`config.mk`:
```
export PLATFORM = sky130hd
export DESIGN_NAME = ued_engine
export DESIGN_NICKNAME = d
export VERILOG_FILES = /design/src/common/ued_pkg.sv /design/src/hw/ued_engine.sv
export VERILOG_INCLUDE_DIRS = /design/src /design/src/common
export SDC_FILE = /design/constraint.sdc
export NUM_CORES = 1
export LEC_CHECK = 0
export ABC_AREA = 1
export BUFFER_PORTS_ARGS = -buffer_cell sky130_fd_sc_hd__buf_2
export CAP_MARGIN = 20
export CORE_MARGIN = 8
export CORE_UTILIZATION = 30
export CTS_CLUSTER_DIAMETER = 30
export CTS_CLUSTER_SIZE = 8
export DETAILED_ROUTE_END_ITERATION = 7
export GPL_ROUTABILITY_DRIVEN = 0
export PLACE_DENSITY = 0.45
export SLEW_MARGIN = 20
export SYNTH_ARGS = -nofsm -noshare
export SYNTH_HDL_FRONTEND = slang
export SYNTH_SLANG_ARGS = --single-unit
```
`constraint.sdc`:
```
create_clock -name CLK_IN -period 7.84 [get_ports CLK_IN]
set_input_delay 0 -clock CLK_IN [delete_from_list [all_inputs] [get_ports CLK_IN]]
set_output_delay 0 -clock CLK_IN [all_outputs]
set_load 0.1 [all_outputs]
```
`src/common/ued_defines.svh`:
```
// Constants for the endpoint engine: word layouts and timing.
// Assumes a 4096-byte shared packet RAM with 32-bit words.
`ifndef UED_DEFINES_SVH
`define UED_DEFINES_SVH
`define UED_CFG_DOUBLE 30
`define UED_CFG_IRQ_BUF 29
`define UED_CFG_IRQ_TWO 28
`define UED_CFG_TYPE 27:26
`define UED_CFG_IRQ_STALL 17
`define UED_CFG_IRQ_NAK 16
`define UED_CFG_BASE 15:6
`define UED_H_FULL 15
`define UED_H_LAST 14
`define UED_H_PID 13
`define UED_B_RSTSEL 12
`define UED_B_STALL 11
`define UED_H_AVAIL 10
`define UED_H_LEN 9:0
`define UED_B_ISO_OFS 28:27
`define UED_ISO_OFS_MIN 12'h080
`define UED_BUF1_STEP 12'h040
`define UED_EP0_BASE 10'h004
`define UED_SETUP_BASE 12'h000
`define UED_BUFW_BASE 12'h080
`define UED_SETUP_LEN 10'h008
`define UED_LEN_MAX 10'h3ff
`define UED_F_SETUP 0
`define UED_F_DONE 1
`define UED_F_SEQ 2
`define UED_F_TMO 3
`define UED_F_SUSP 4
`define UED_F_RSM 5
`define UED_F_STALL 6
`define UED_F_NAK 7
`define UED_CLK_MHZ 50
`define UED_SUSP_US 3000
`define UED_RSM_US 2000
`endif

```
`src/common/ued_pkg.sv`:
```
// Types shared by the endpoint engine and its users.
// Assumes ued_defines.svh for all numeric layouts.
package ued_pkg;
  typedef enum logic [1:0] {TK_SETUP = 2'h0, TK_IN = 2'h1,
                            TK_OUT = 2'h2} ued_token_type;
  typedef enum logic [1:0] {HS_ACK = 2'h0, HS_NAK = 2'h1,
                            HS_STALL = 2'h2} ued_hs_type;
  typedef enum logic [1:0] {EP_CTRL = 2'h0, EP_ISO = 2'h1,
                            EP_BULK = 2'h2, EP_INT = 2'h3} ued_ep_type;
  typedef enum logic [9:0] {
    S_IDLE = 10'h001, S_CFG = 10'h002, S_BUFR = 10'h004,
    S_DEC = 10'h008, S_TXRD = 10'h010, S_TXCAP = 10'h020,
    S_TXPUSH = 10'h040, S_ACKW = 10'h080, S_RXD = 10'h100,
    S_STAT = 10'h200} ued_state_type;
  typedef struct packed {
    ued_state_type st;
    logic [3:0] ep;
    logic dir;
    logic setup;
    logic [31:0] cfg;
    logic [31:0] buf_w;
    logic half;
    logic pid;
    logic [9:0] cnt;
    logic [1:0] lane;
    logic [31:0] sel;
    logic [1:0] gate;
    logic [7:0] flags;
    logic [31:0] done;
    logic [31:0] pend0;
    logic [31:0] pend1;
    logic susp;
    logic rsm_drv;
    logic [17:0] tmr;
    logic hs_v;
    ued_hs_type hs_code;
    logic ram_rd;
    logic ram_wr;
    logic [9:0] ram_addr;
    logic [3:0] ram_be;
    logic [31:0] ram_wdata;
  } ued_regs_type;
endpackage

```
`src/hw/ued_engine.sv`:
```
// Device-side endpoint engine and its transmit FIFO.
// Assumes a synchronous packet RAM port with one cycle read latency
// and a serial engine that delivers tokens and bytes on CLK_IN.
// Notes on behaviour
// - Endpoint zero uses fixed base and control enables.
// - Config bits select buffering and buffer interrupts.
// - Config encodes endpoint type, stall/NAK interrupt enables.
// - Config gives 64-byte aligned buffer base.
// - Single buffering uses only the lower half.
// - Double buffering alternates selector from buffer zero, except isochronous IN.
// - Upper half holds buffer one fields.
// - Isochronous second buffer offset 128 to 1024.
// - Available bit hands each half to controller.
// - Lower half holds buffer zero fields.
// - Select-reset bit forces buffer zero, then clears.
// - Stall bit requests STALL handshake.
// - SETUP always stored at zero; ACKed, flagged only if error-free with eight or more bytes.
// - Endpoint zero stall needs arm bit too.
// - IN answers STALL, data, NAK or silence.
// - IN data then await ACK or timeout, except isochronous.
// - Status phase writes back half and flags.
// - Non-isochronous OUT data PID mismatch raises sequence error.
// - OUT accepted when available and not full.
// - OUT stored, ACKed unless isochronous, full set.
// - Missing frames suspend; remote resume on request.
// - Packet RAM holds words low, buffers above.
`timescale 1ns/100ps
`include "ued_defines.svh"

module ued_fifo #(
  parameter int WIDTH = 11,
  parameter int DEPTH = 4
) (
  input wire logic clk_in, // System clock.
  input wire logic rst_in, // Synchronous reset, active high.
  input wire logic in_valid_in, // Write request.
  output logic in_ready_out, // Space available.
  input wire logic [WIDTH-1:0] in_data_in, // Write word.
  output logic out_valid_out, // Word available.
  input wire logic out_ready_in, // Consumer takes word.
  output logic [WIDTH-1:0] out_data_out // Oldest word.
);
  localparam int AW = $clog2(DEPTH);
  logic [WIDTH-1:0] mem_reg [DEPTH];
  logic [AW-1:0] wp_reg, rp_reg;
  logic [AW:0] cnt_reg;
  logic push, pop;
  // Handshakes are combinational; storage is flip-flops.
  assign in_ready_out = (cnt_reg != (AW+1)'(DEPTH));
  assign out_valid_out = (cnt_reg != '0);
  assign out_data_out = mem_reg[rp_reg];
  assign push = in_valid_in && in_ready_out;
  assign pop = out_valid_out && out_ready_in;
  // Pointers wrap at the depth, which need not be a power of two.
  always_ff @(posedge clk_in) begin
    if (rst_in) begin
      wp_reg <= '0;
      rp_reg <= '0;
      cnt_reg <= '0;
    end else begin
      if (push) begin
        mem_reg[wp_reg] <= in_data_in;
        wp_reg <= (wp_reg == AW'(DEPTH-1)) ? '0 : wp_reg + 1'b1;
      end
      if (pop) begin
        rp_reg <= (rp_reg == AW'(DEPTH-1)) ? '0 : rp_reg + 1'b1;
      end
      cnt_reg <= cnt_reg + (AW+1)'(push) - (AW+1)'(pop);
    end
  end
endmodule

module ued_engine #(
  parameter int SUSP_CYCLES = `UED_SUSP_US * `UED_CLK_MHZ,
  parameter int RSM_CYCLES = `UED_RSM_US * `UED_CLK_MHZ
) (
  input wire logic CLK_IN, // 50 MHz system clock.
  input wire logic SYS_RST_IN, // Synchronous reset, active high.
  input wire logic TOKEN_VALID_IN, // Token received, pulse.
  input wire ued_pkg::ued_token_type TOKEN_PID_IN, // Token kind.
  input wire logic [3:0] TOKEN_EP_IN, // Token endpoint number.
  input wire logic RX_VALID_IN, // Received data byte, pulse.
  input wire logic [7:0] RX_BYTE_IN, // Received byte.
  input wire logic RX_END_IN, // Data packet ended, pulse.
  input wire logic RX_PID_IN, // Data PID of packet, DATA1 high.
  input wire logic RX_ERR_IN, // Packet had CRC or bit errors.
  input wire logic ACK_IN, // Host ACK received, pulse.
  input wire logic TIMEOUT_IN, // No host reply, pulse.
  input wire logic SOF_IN, // Start of frame seen, pulse.
  input wire logic EP0_IRQ_BUF_IN, // Ep0 per-buffer enable.
  input wire logic EP0_IRQ_STALL_IN, // Ep0 stall event enable.
  input wire logic EP0_IRQ_NAK_IN, // Ep0 NAK event enable.
  input wire logic REMOTE_RESUME_IN, // Start remote resume.
  input wire logic [1:0] STALL_ARM_SET_IN, // Arm ep0 IN/OUT stall.
  output logic [1:0] STALL_ARM_OUT, // Ep0 stall gate bits.
  input wire logic [7:0] STATUS_CLR_IN, // Clear status flags.
  output logic [7:0] STATUS_OUT, // Sticky status flags.
  input wire logic [31:0] DONE_CLR_IN, // Clear buffer-done bits.
  output logic [31:0] DONE_OUT, // Buffer done per ep/dir.
  input wire logic [31:0] PEND_CLR_IN, // Clear pending bits.
  output logic [31:0] PEND0_OUT, // Buffer 0 half pending.
  output logic [31:0] PEND1_OUT, // Buffer 1 half pending.
  output logic SUSPENDED_OUT, // Device is suspended.
  output logic RESUME_DRIVE_OUT, // Drive resume signalling.
  output logic HS_VALID_OUT, // Send handshake, pulse.
  output ued_pkg::ued_hs_type HS_CODE_OUT, // Handshake kind.
  output logic TX_VALID_OUT, // Transmit byte available.
  input wire logic TX_READY_IN, // Serial engine takes byte.
  output logic [7:0] TX_BYTE_OUT, // Transmit byte.
  output logic TX_LAST_OUT, // Last byte of packet.
  output logic TX_ZLP_OUT, // Packet has no data.
  output logic TX_PID_OUT, // Data PID, DATA1 high.
  output logic RAM_RD_OUT, // Packet RAM read.
  output logic RAM_WR_OUT, // Packet RAM write.
  output logic [9:0] RAM_ADDR_OUT, // Packet RAM word index.
  output logic [3:0] RAM_BE_OUT, // Byte enables.
  output logic [31:0] RAM_WDATA_OUT, // Write data.
  input wire logic [31:0] RAM_RDATA_IN // Read data, next cycle.
);
  import ued_pkg::*;

  ued_regs_type r_reg, r_next;
  logic [31:0] cfg_eff;
  logic [15:0] h;
  logic [11:0] dbase;
  logic [4:0] idx;
  logic iso, dbl, stall_req, fifo_rdy, rx_good;
  logic [10:0] fifo_word;
  logic [7:0] fset;
  logic [15:0] newh;
  logic [31:0] dset, p0set, p1set;

  // Endpoint zero has no configuration word; build one from control
  // inputs so the rest of the engine sees one uniform layout.
  assign cfg_eff = (r_reg.ep == 4'h0) ?
    {2'b00, EP0_IRQ_BUF_IN, 1'b0, EP_CTRL, 8'h00, EP0_IRQ_STALL_IN,
     EP0_IRQ_NAK_IN, `UED_EP0_BASE, 6'h00} : r_reg.cfg;
  assign iso = (cfg_eff[`UED_CFG_TYPE] == EP_ISO);
  assign dbl = cfg_eff[`UED_CFG_DOUBLE];
  assign idx = {r_reg.ep, r_reg.dir};
  // Only the selected half is examined; upper half ignored if single.
  assign h = r_reg.half ? r_reg.buf_w[31:16] :
    r_reg.buf_w[15:0];
  // Low six address bits are forced to zero by construction.
  // The packet RAM spans 4096 bytes, so the sum is cut to twelve bits.
  assign dbase = 12'({cfg_eff[`UED_CFG_BASE], 6'h00} +
    (!r_reg.half ? 12'h000 :
     iso ? (`UED_ISO_OFS_MIN << r_reg.buf_w[`UED_B_ISO_OFS]) :
     `UED_BUF1_STEP));
  assign stall_req = r_reg.buf_w[`UED_B_STALL] &&
    (r_reg.ep != 4'h0 || r_reg.gate[r_reg.dir]);
  assign rx_good = !RX_ERR_IN;
  // Written-back half: other bits of that half go to zero. The OUT
  // length was already saved in buf_w, as the counter is reused.
  assign newh = {r_reg.dir, h[`UED_H_LAST], r_reg.pid,
    3'b000, h[`UED_H_LEN]};
  assign fifo_word = {h[`UED_H_PID], h[`UED_H_LEN] == 10'h000,
    h[`UED_H_LEN] == 10'h000 || r_reg.cnt == h[`UED_H_LEN] - 10'h001,
    RAM_RDATA_IN[{r_reg.lane, 3'b000} +: 8]};

  // Transmit FIFO sits between the packet RAM and the serial engine.
  ued_fifo #(.WIDTH(11), .DEPTH(4)) u_txf (
    .clk_in(CLK_IN),
    .rst_in(SYS_RST_IN),
    .in_valid_in(r_reg.st == S_TXPUSH),
    .in_ready_out(fifo_rdy),
    .in_data_in(fifo_word),
    .out_valid_out(TX_VALID_OUT),
    .out_ready_in(TX_READY_IN),
    .out_data_out({TX_PID_OUT, TX_ZLP_OUT, TX_LAST_OUT, TX_BYTE_OUT})
  );

  // Next-state logic for the whole engine.
  always_comb begin
    r_next = r_reg;
    fset = 8'h00;
    dset = 32'h0;
    p0set = 32'h0;
    p1set = 32'h0;
    r_next.hs_v = 1'b0;
    r_next.ram_rd = 1'b0;
    r_next.ram_wr = 1'b0;
    r_next.gate = r_reg.gate | STALL_ARM_SET_IN;
    case (r_reg.st)
      S_IDLE: begin
        // Tokens arriving while busy are ignored.
        if (TOKEN_VALID_IN) begin
          r_next.ep = TOKEN_EP_IN;
          r_next.cnt = 10'h000;
          r_next.setup = (TOKEN_PID_IN == TK_SETUP);
          r_next.dir = (TOKEN_PID_IN != TK_IN);
          if (TOKEN_PID_IN == TK_SETUP) begin
            r_next.st = S_RXD;
          end else begin
            r_next.ram_rd = 1'b1;
            r_next.ram_addr = {5'h00, TOKEN_EP_IN, TOKEN_PID_IN == TK_OUT};
            r_next.st = S_CFG;
          end
        end
      end
      S_CFG: begin
        r_next.ram_rd = 1'b1;
        r_next.ram_addr = 10'(({6'h00, idx, 2'b00} +
          `UED_BUFW_BASE) >> 2);
        r_next.st = S_BUFR;
      end
      S_BUFR: begin
        r_next.cfg = RAM_RDATA_IN;
        r_next.st = S_DEC;
      end
      S_DEC: begin
        r_next.buf_w = RAM_RDATA_IN;
        // The select-reset bit overrides the stored selector.
        r_next.half = dbl && r_reg.sel[idx] &&
          !RAM_RDATA_IN[`UED_B_RSTSEL];
        r_next.st = S_STAT;
      end
      S_STAT: begin
        // Decision cycle: buffer word is now in buf_w.
        r_next.pid = h[`UED_H_PID];
        if (stall_req) begin
          r_next.hs_v = 1'b1;
          r_next.hs_code = HS_STALL;
          fset[`UED_F_STALL] = cfg_eff[`UED_CFG_IRQ_STALL];
          r_next.st = S_IDLE;
        end else if (!r_reg.dir && h[`UED_H_AVAIL] &&
                     h[`UED_H_FULL]) begin
          r_next.st = (h[`UED_H_LEN] == 10'h000) ? S_TXCAP : S_TXRD;
        end else if (r_reg.dir && h[`UED_H_AVAIL] &&
                     !h[`UED_H_FULL]) begin
          r_next.st = S_RXD;
        end else begin
          r_next.hs_v = !iso;
          r_next.hs_code = HS_NAK;
          fset[`UED_F_NAK] = !iso && cfg_eff[`UED_CFG_IRQ_NAK];
          r_next.st = S_IDLE;
        end
        if (r_reg.cnt == `UED_LEN_MAX) begin
          // Second pass through S_STAT is the status write phase.
          r_next.hs_v = 1'b0;
          fset = 8'h00;
          r_next.st = S_IDLE;
          r_next.ram_wr = 1'b1;
          r_next.ram_be = 4'hf;
          r_next.ram_addr = 10'(({6'h00, idx, 2'b00} +
            `UED_BUFW_BASE) >> 2);
          r_next.ram_wdata = r_reg.half ?
            {newh, r_reg.buf_w[15:0] & 16'hefff} :
            {r_reg.buf_w[31:16], newh};
          r_next.cnt = 10'h000;
          fset[`UED_F_DONE] = h[`UED_H_LAST];
          if (dbl) begin
            r_next.sel[idx] = !r_reg.half;
          end
          dset[idx] = cfg_eff[`UED_CFG_IRQ_BUF] ||
            (cfg_eff[`UED_CFG_IRQ_TWO] && dbl && r_reg.half);
          p0set[idx] = !r_reg.half;
          p1set[idx] = r_reg.half;
        end
      end
      S_TXRD: begin
        // Only one read is in flight, so space seen here stays free.
        if (fifo_rdy) begin
          r_next.ram_rd = 1'b1;
          r_next.ram_addr = 10'((dbase + {2'b00, r_reg.cnt}) >> 2);
          r_next.lane = 2'(dbase + {2'b00, r_reg.cnt});
          r_next.st = S_TXCAP;
        end
      end
      S_TXCAP: r_next.st = S_TXPUSH;
      S_TXPUSH: begin
        if (fifo_rdy) begin
          r_next.cnt = r_reg.cnt + 10'h001;
          if (fifo_word[8]) begin
            r_next.cnt = iso ? 10'h000 : `UED_LEN_MAX;
            r_next.st = iso ? S_IDLE : S_ACKW;
          end else begin
            r_next.st = S_TXRD;
          end
        end
      end
      S_ACKW: begin
        if (ACK_IN) begin
          r_next.st = S_STAT;
        end else if (TIMEOUT_IN) begin
          fset[`UED_F_TMO] = 1'b1;
          r_next.st = S_IDLE;
        end
      end
      S_RXD: begin
        if (RX_VALID_IN && (r_reg.setup ? r_reg.cnt < `UED_SETUP_LEN :
                            r_reg.cnt != `UED_LEN_MAX)) begin
          r_next.ram_wr = 1'b1;
          r_next.ram_addr = 10'((r_reg.setup ? `UED_SETUP_BASE + {2'b00,
            r_reg.cnt} : dbase + {2'b00, r_reg.cnt}) >> 2);
          r_next.ram_be = 4'h1 << (2'(r_reg.cnt) +
            (r_reg.setup ? 2'b00 : 2'(dbase)));
          r_next.ram_wdata = {4{RX_BYTE_IN}};
          r_next.cnt = r_reg.cnt + 10'h001;
        end
        if (RX_END_IN) begin
          r_next.st = S_IDLE;
          if (r_reg.setup) begin
            if (rx_good && r_reg.cnt == `UED_SETUP_LEN) begin
              r_next.hs_v = 1'b1;
              r_next.hs_code = HS_ACK;
              fset[`UED_F_SETUP] = 1'b1;
              r_next.gate = 2'b00;
            end
          end else if (rx_good) begin
            if (!iso && RX_PID_IN != r_reg.pid) begin
              fset[`UED_F_SEQ] = 1'b1;
            end else begin
              r_next.hs_v = !iso;
              r_next.hs_code = HS_ACK;
              r_next.pid = RX_PID_IN;
              r_next.buf_w[{r_reg.half, 4'h0} +: 10] = r_reg.cnt;
              r_next.st = S_STAT;
            end
          end
        end
      end
      default: r_next.st = S_IDLE;
    endcase
    // OUT status pass reuses the counter; length was saved in buf_w.
    if (r_reg.st == S_RXD && r_next.st == S_STAT) begin
      r_next.cnt = `UED_LEN_MAX;
    end
    // Frame watchdog and remote resume share one timer.
    if (SOF_IN) begin
      r_next.tmr = 18'h00000;
      r_next.rsm_drv = 1'b0;
      r_next.susp = 1'b0;
      fset[`UED_F_RSM] = r_reg.susp;
    end else if (r_reg.rsm_drv) begin
      r_next.tmr = r_reg.tmr + 18'h00001;
      if (r_reg.tmr == 18'(RSM_CYCLES - 1)) begin
        r_next.rsm_drv = 1'b0;
        r_next.tmr = 18'h00000;
      end
    end else if (r_reg.susp) begin
      if (REMOTE_RESUME_IN) begin
        r_next.rsm_drv = 1'b1;
        r_next.tmr = 18'h00000;
      end
    end else if (r_reg.tmr == 18'(SUSP_CYCLES - 1)) begin
      r_next.susp = 1'b1;
      r_next.tmr = 18'h00000;
      fset[`UED_F_SUSP] = 1'b1;
    end else begin
      r_next.tmr = r_reg.tmr + 18'h00001;
    end
    // Hardware sets win over software clears in the same cycle.
    r_next.flags = (r_reg.flags & ~STATUS_CLR_IN) | fset;
    // A bit set again while software clears it stays set.
    r_next.done = (r_reg.done & ~DONE_CLR_IN) | dset;
    r_next.pend0 = (r_reg.pend0 & ~PEND_CLR_IN) | p0set;
    r_next.pend1 = (r_reg.pend1 & ~PEND_CLR_IN) | p1set;
  end

  // The single state register of the engine.
  always_ff @(posedge CLK_IN) begin
    if (SYS_RST_IN) begin
      r_reg <= '0;
      r_reg.st <= S_IDLE;
      r_reg.hs_code <= HS_ACK;
    end else begin
      r_reg <= r_next;
    end
  end

  // Outputs come straight from the state register.
  assign STALL_ARM_OUT = r_reg.gate;
  assign STATUS_OUT = r_reg.flags;
  assign DONE_OUT = r_reg.done;
  assign PEND0_OUT = r_reg.pend0;
  assign PEND1_OUT = r_reg.pend1;
  assign SUSPENDED_OUT = r_reg.susp;
  assign RESUME_DRIVE_OUT = r_reg.rsm_drv;
  assign HS_VALID_OUT = r_reg.hs_v;
  assign HS_CODE_OUT = r_reg.hs_code;
  assign RAM_RD_OUT = r_reg.ram_rd;
  assign RAM_WR_OUT = r_reg.ram_wr;
  assign RAM_ADDR_OUT = r_reg.ram_addr;
  assign RAM_BE_OUT = r_reg.ram_be;
  assign RAM_WDATA_OUT = r_reg.ram_wdata;

  logic dec_c;
  assign dec_c = (r_reg.st == S_STAT) && (r_reg.cnt != `UED_LEN_MAX);
endmodule

```
==> results.json <==
{
  "status": "complete, no violations",
  "drt_iter0_drc": 1107,
  "cts_root_buffer": "clkbuf_16",
  "num_vias": 16600,
  "clk_pin_slew_ns": 0.04,
  "setup_violations": 0,
  "synth_area_leader_cell": "dfxtp_1",
  "fin_nets": 2811,
  "max_cap_viol_count": 0,
  "cp-end-kind": "flip-flop",
  "fin_skew_ns": 0.0300,
  "antenna_found_initial": 5,
  "syn_area_per_cell_um2": 7.42,
  "initial_core_util": 0.301,
  "total_power_mw": 6.76,
  "grt_pass1_vias": 16900,
  "ant_nets": 0,
  "htreeDepth": 3,
  "ys_seq_area_frac": 0.414,
  "start_kind": "flip-flop",
  "cp_top_family": "simple AND/OR/NAND/NOR gates",
  "fin_util": 0.402,
  "pre_cts_ws_ns": 4.22,
  "cts_setup_buffers": 0,
  "drt-total-wl_um": 64100,
  "synth_common_cells": "nand2_1, dfxtp_1, inv_1",
  "die_h_um": 256,
  "cts_buffers": 94,
  "port-buffer-count": 305,
  "crit_fanout": 8,
  "yosysWarnings": 0,
  "dieArea_mm2": 0.0656,
  "row_count": 88,
  "crit_type": "flip-flop to flip-flop",
  "drt-vias-per-instance": 4.76,
  "ys_types": 64,
  "power.density_mw_per_mm2": 293,
  "cp.required_ns": 8.32,
  "timing.critical_path.cells": "nor2_1 -> inv_1 -> nor2_2 -> inv_4 -> nor2_8 -> inv_4 -> nand2_4 -> inv_1 -> nor2_1 -> ha_1 -> inv_1 -> fa_1 -> xnor2_1 -> ha_1 -> nand2_1 -> nor2_1 -> a211oi_1 -> nor2_1 -> o21bai_1 -> xnor2_1 -> or2_2 -> nand3_1 -> a21oi_1",
  "fmaxAchievable_mhz": 275,
  "grt_pass1_wl_um": 98000,
  "worst_slack_ns": 4.20,
  "tns_ns": 0,
  "syn_area_mm2": 0.0173,
  "drv_slew": 0,
  "core_mm2": 0.0574,
  "ys.flop_type": "dfxtp_1",
  "hpwl_um": 46400,
  "rsz0062_at_grt": "no",
  "timing.critical_path.buf_inv": 5,
  "ir_worst_vdd_v": 0.000189,
  "dr.pass1.iters": 6,
  "die_w_um": 256,
  "worstHoldPathType": "input pin to flip-flop",
  "cts_buffer_depth": 3,
  "grt_start_max_net_pins": 76,
  "fin_crit_sh": 0.464,
  "ys_ff_latch": 336,
  "max_slew_margin": 0.261,
  "synthesis.nets": 2493,
  "critical-path-max-stage-delay_ns": 0.39,
  "track_usage": 0.188,
  "io_pins": 306,
  "yosysMostFrequentCell": "nand2_1",
  "synthArstFlopShare": 0,
  "drc": 0,
  "synth_area_leaders": "dfxtp_1, nand2_1, edfxtp_1",
  "cts_tree": "yes",
  "synth_top_area_frac": 0.338,
  "drive_gt1_frac": 0.209,
  "leakage_nw": 9.99,
  "largest_reg_flops": 118,
  "grt_overflow_total": 0,
  "min_period_ns": 3.64,
  "hold_ws_ns": 0.0777,
  "worstMarginPinSlew_ns": 1.10,
  "hold_viol_final": 0,
  "area_growth_pct": 33.5,
  "cpMostUsedCell": "nor2_1",
  "clock-sinks": 336,
  "critPathSlowestCell": "fa_1",
  "syn_inst": 2332,
  "clock_latency_ns": 0.62,
  "arrival_ns": 4.12,
  "wl_per_cell_um": 18.3,
  "synth_edf_count": 44
}
-- path summary, 6_finish.rpt --
| path | startpoint | end | slack, ns | depth (start not counted) |
|---|---|---|---|---|
| min reg2reg | r_reg[177] | r_reg[177] | 0.43 | 2 |
| max reg2reg | idx[3] | RAM_ADDR_OUT[9] | 4.20 | 23 |
| min | RX_ERR_IN | HS_CODE_OUT[1] | 0.08 | 5 |
| max | idx[3] | RAM_ADDR_OUT[9] | 4.20 | 23 |
-- routing by layer --
layer,vias to the layer above,routed length (um),part of all wire,GRT usage
met4,6,2150,0.034,0.0792
met1,7743,29300,0.46,0.247
met5,-,41,0.00064,0
li1,8164,-,-,-
met2,586,28100,0.44,0.291
met3,130,4520,0.070,0.0460
-- per-stage QoR --
step	instances	cell area [um2]
after floorplan	2332	17300
after global placement	3166	18200
after detailed placement	3168	18300
after CTS	3492	23100
after global routing	3493	23100
final	3495	23100
-- cell families after synthesis --
group | share of synthesized area
AO/OA/AOI/OAI | 0.164
XOR/XNOR | 0.0116
adder cells (fa/ha/maj) | 0.0201
buffers and inverters | 0.157
flip-flops | 0.414
multiplexers | 0.00116
AND/OR/NAND/NOR | 0.232
-- layout by cell type, fill, tap and decap left out, drive strengths merged, types with 11 or more instances in the layout --
master | netlist | final
a211oi | 12 | 12
a21oi | 223 | 223
a311oi | 23 | 23
a31oi | 23 | 23
buf | 189 | 317
bufinv | 0 | 13
clkbuf | 57 | 119
clkinv | 0 | 31
dfxtp | 292 | 292
dlygate4sd3 | 0 | 151
edfxtp | 44 | 44
ha | 23 | 23
inv | 291 | 294
nand2 | 496 | 496
nand3 | 87 | 87
nand4 | 18 | 18
nor2 | 237 | 237
nor3 | 38 | 38
nor4 | 11 | 11
o21ai | 160 | 160
o22ai | 39 | 39
or2 | 11 | 11
xor2 | 16 | 16
-- tightest hold or removal path, cell delays in order --
cell       delay [ns]
buf_2            0.16
nand3_1          0.10
o2111ai_1        0.21
nand2_1          0.10
a21oi_1          0.05
-- report_power, final --
group,internal [mW],switching [mW],leakage [nW],total (mW)
Clock,2.73,1.14,1.59,3.88
Combinational,0.250,0.750,5.64,1.00
Sequential,1.80,0.0876,2.75,1.88
Total,4.78,1.98,9.99,6.76
-- what timing repair did --
item | 4_1_cts | 5_1_grt
endpoints found under the hold margin | 239 | 0
hold buffers | 151 | 0
gates resized for setup | 0 | 0
-- final cells by class --
cell class                      count  area [um2]
Antenna cell                        3        7.51
Clock buffer                      119        2580
Clock inverter                     54         692
Fill cell                        5853       34300
Inverter                          291        1100
Multi-Input combinational cell   1459        7420
Sequential cell                   336        7170
Tap cell                          765         957
Timing Repair Buffer              468        3160
Note: power is estimated with default switching activity, not from simulation.
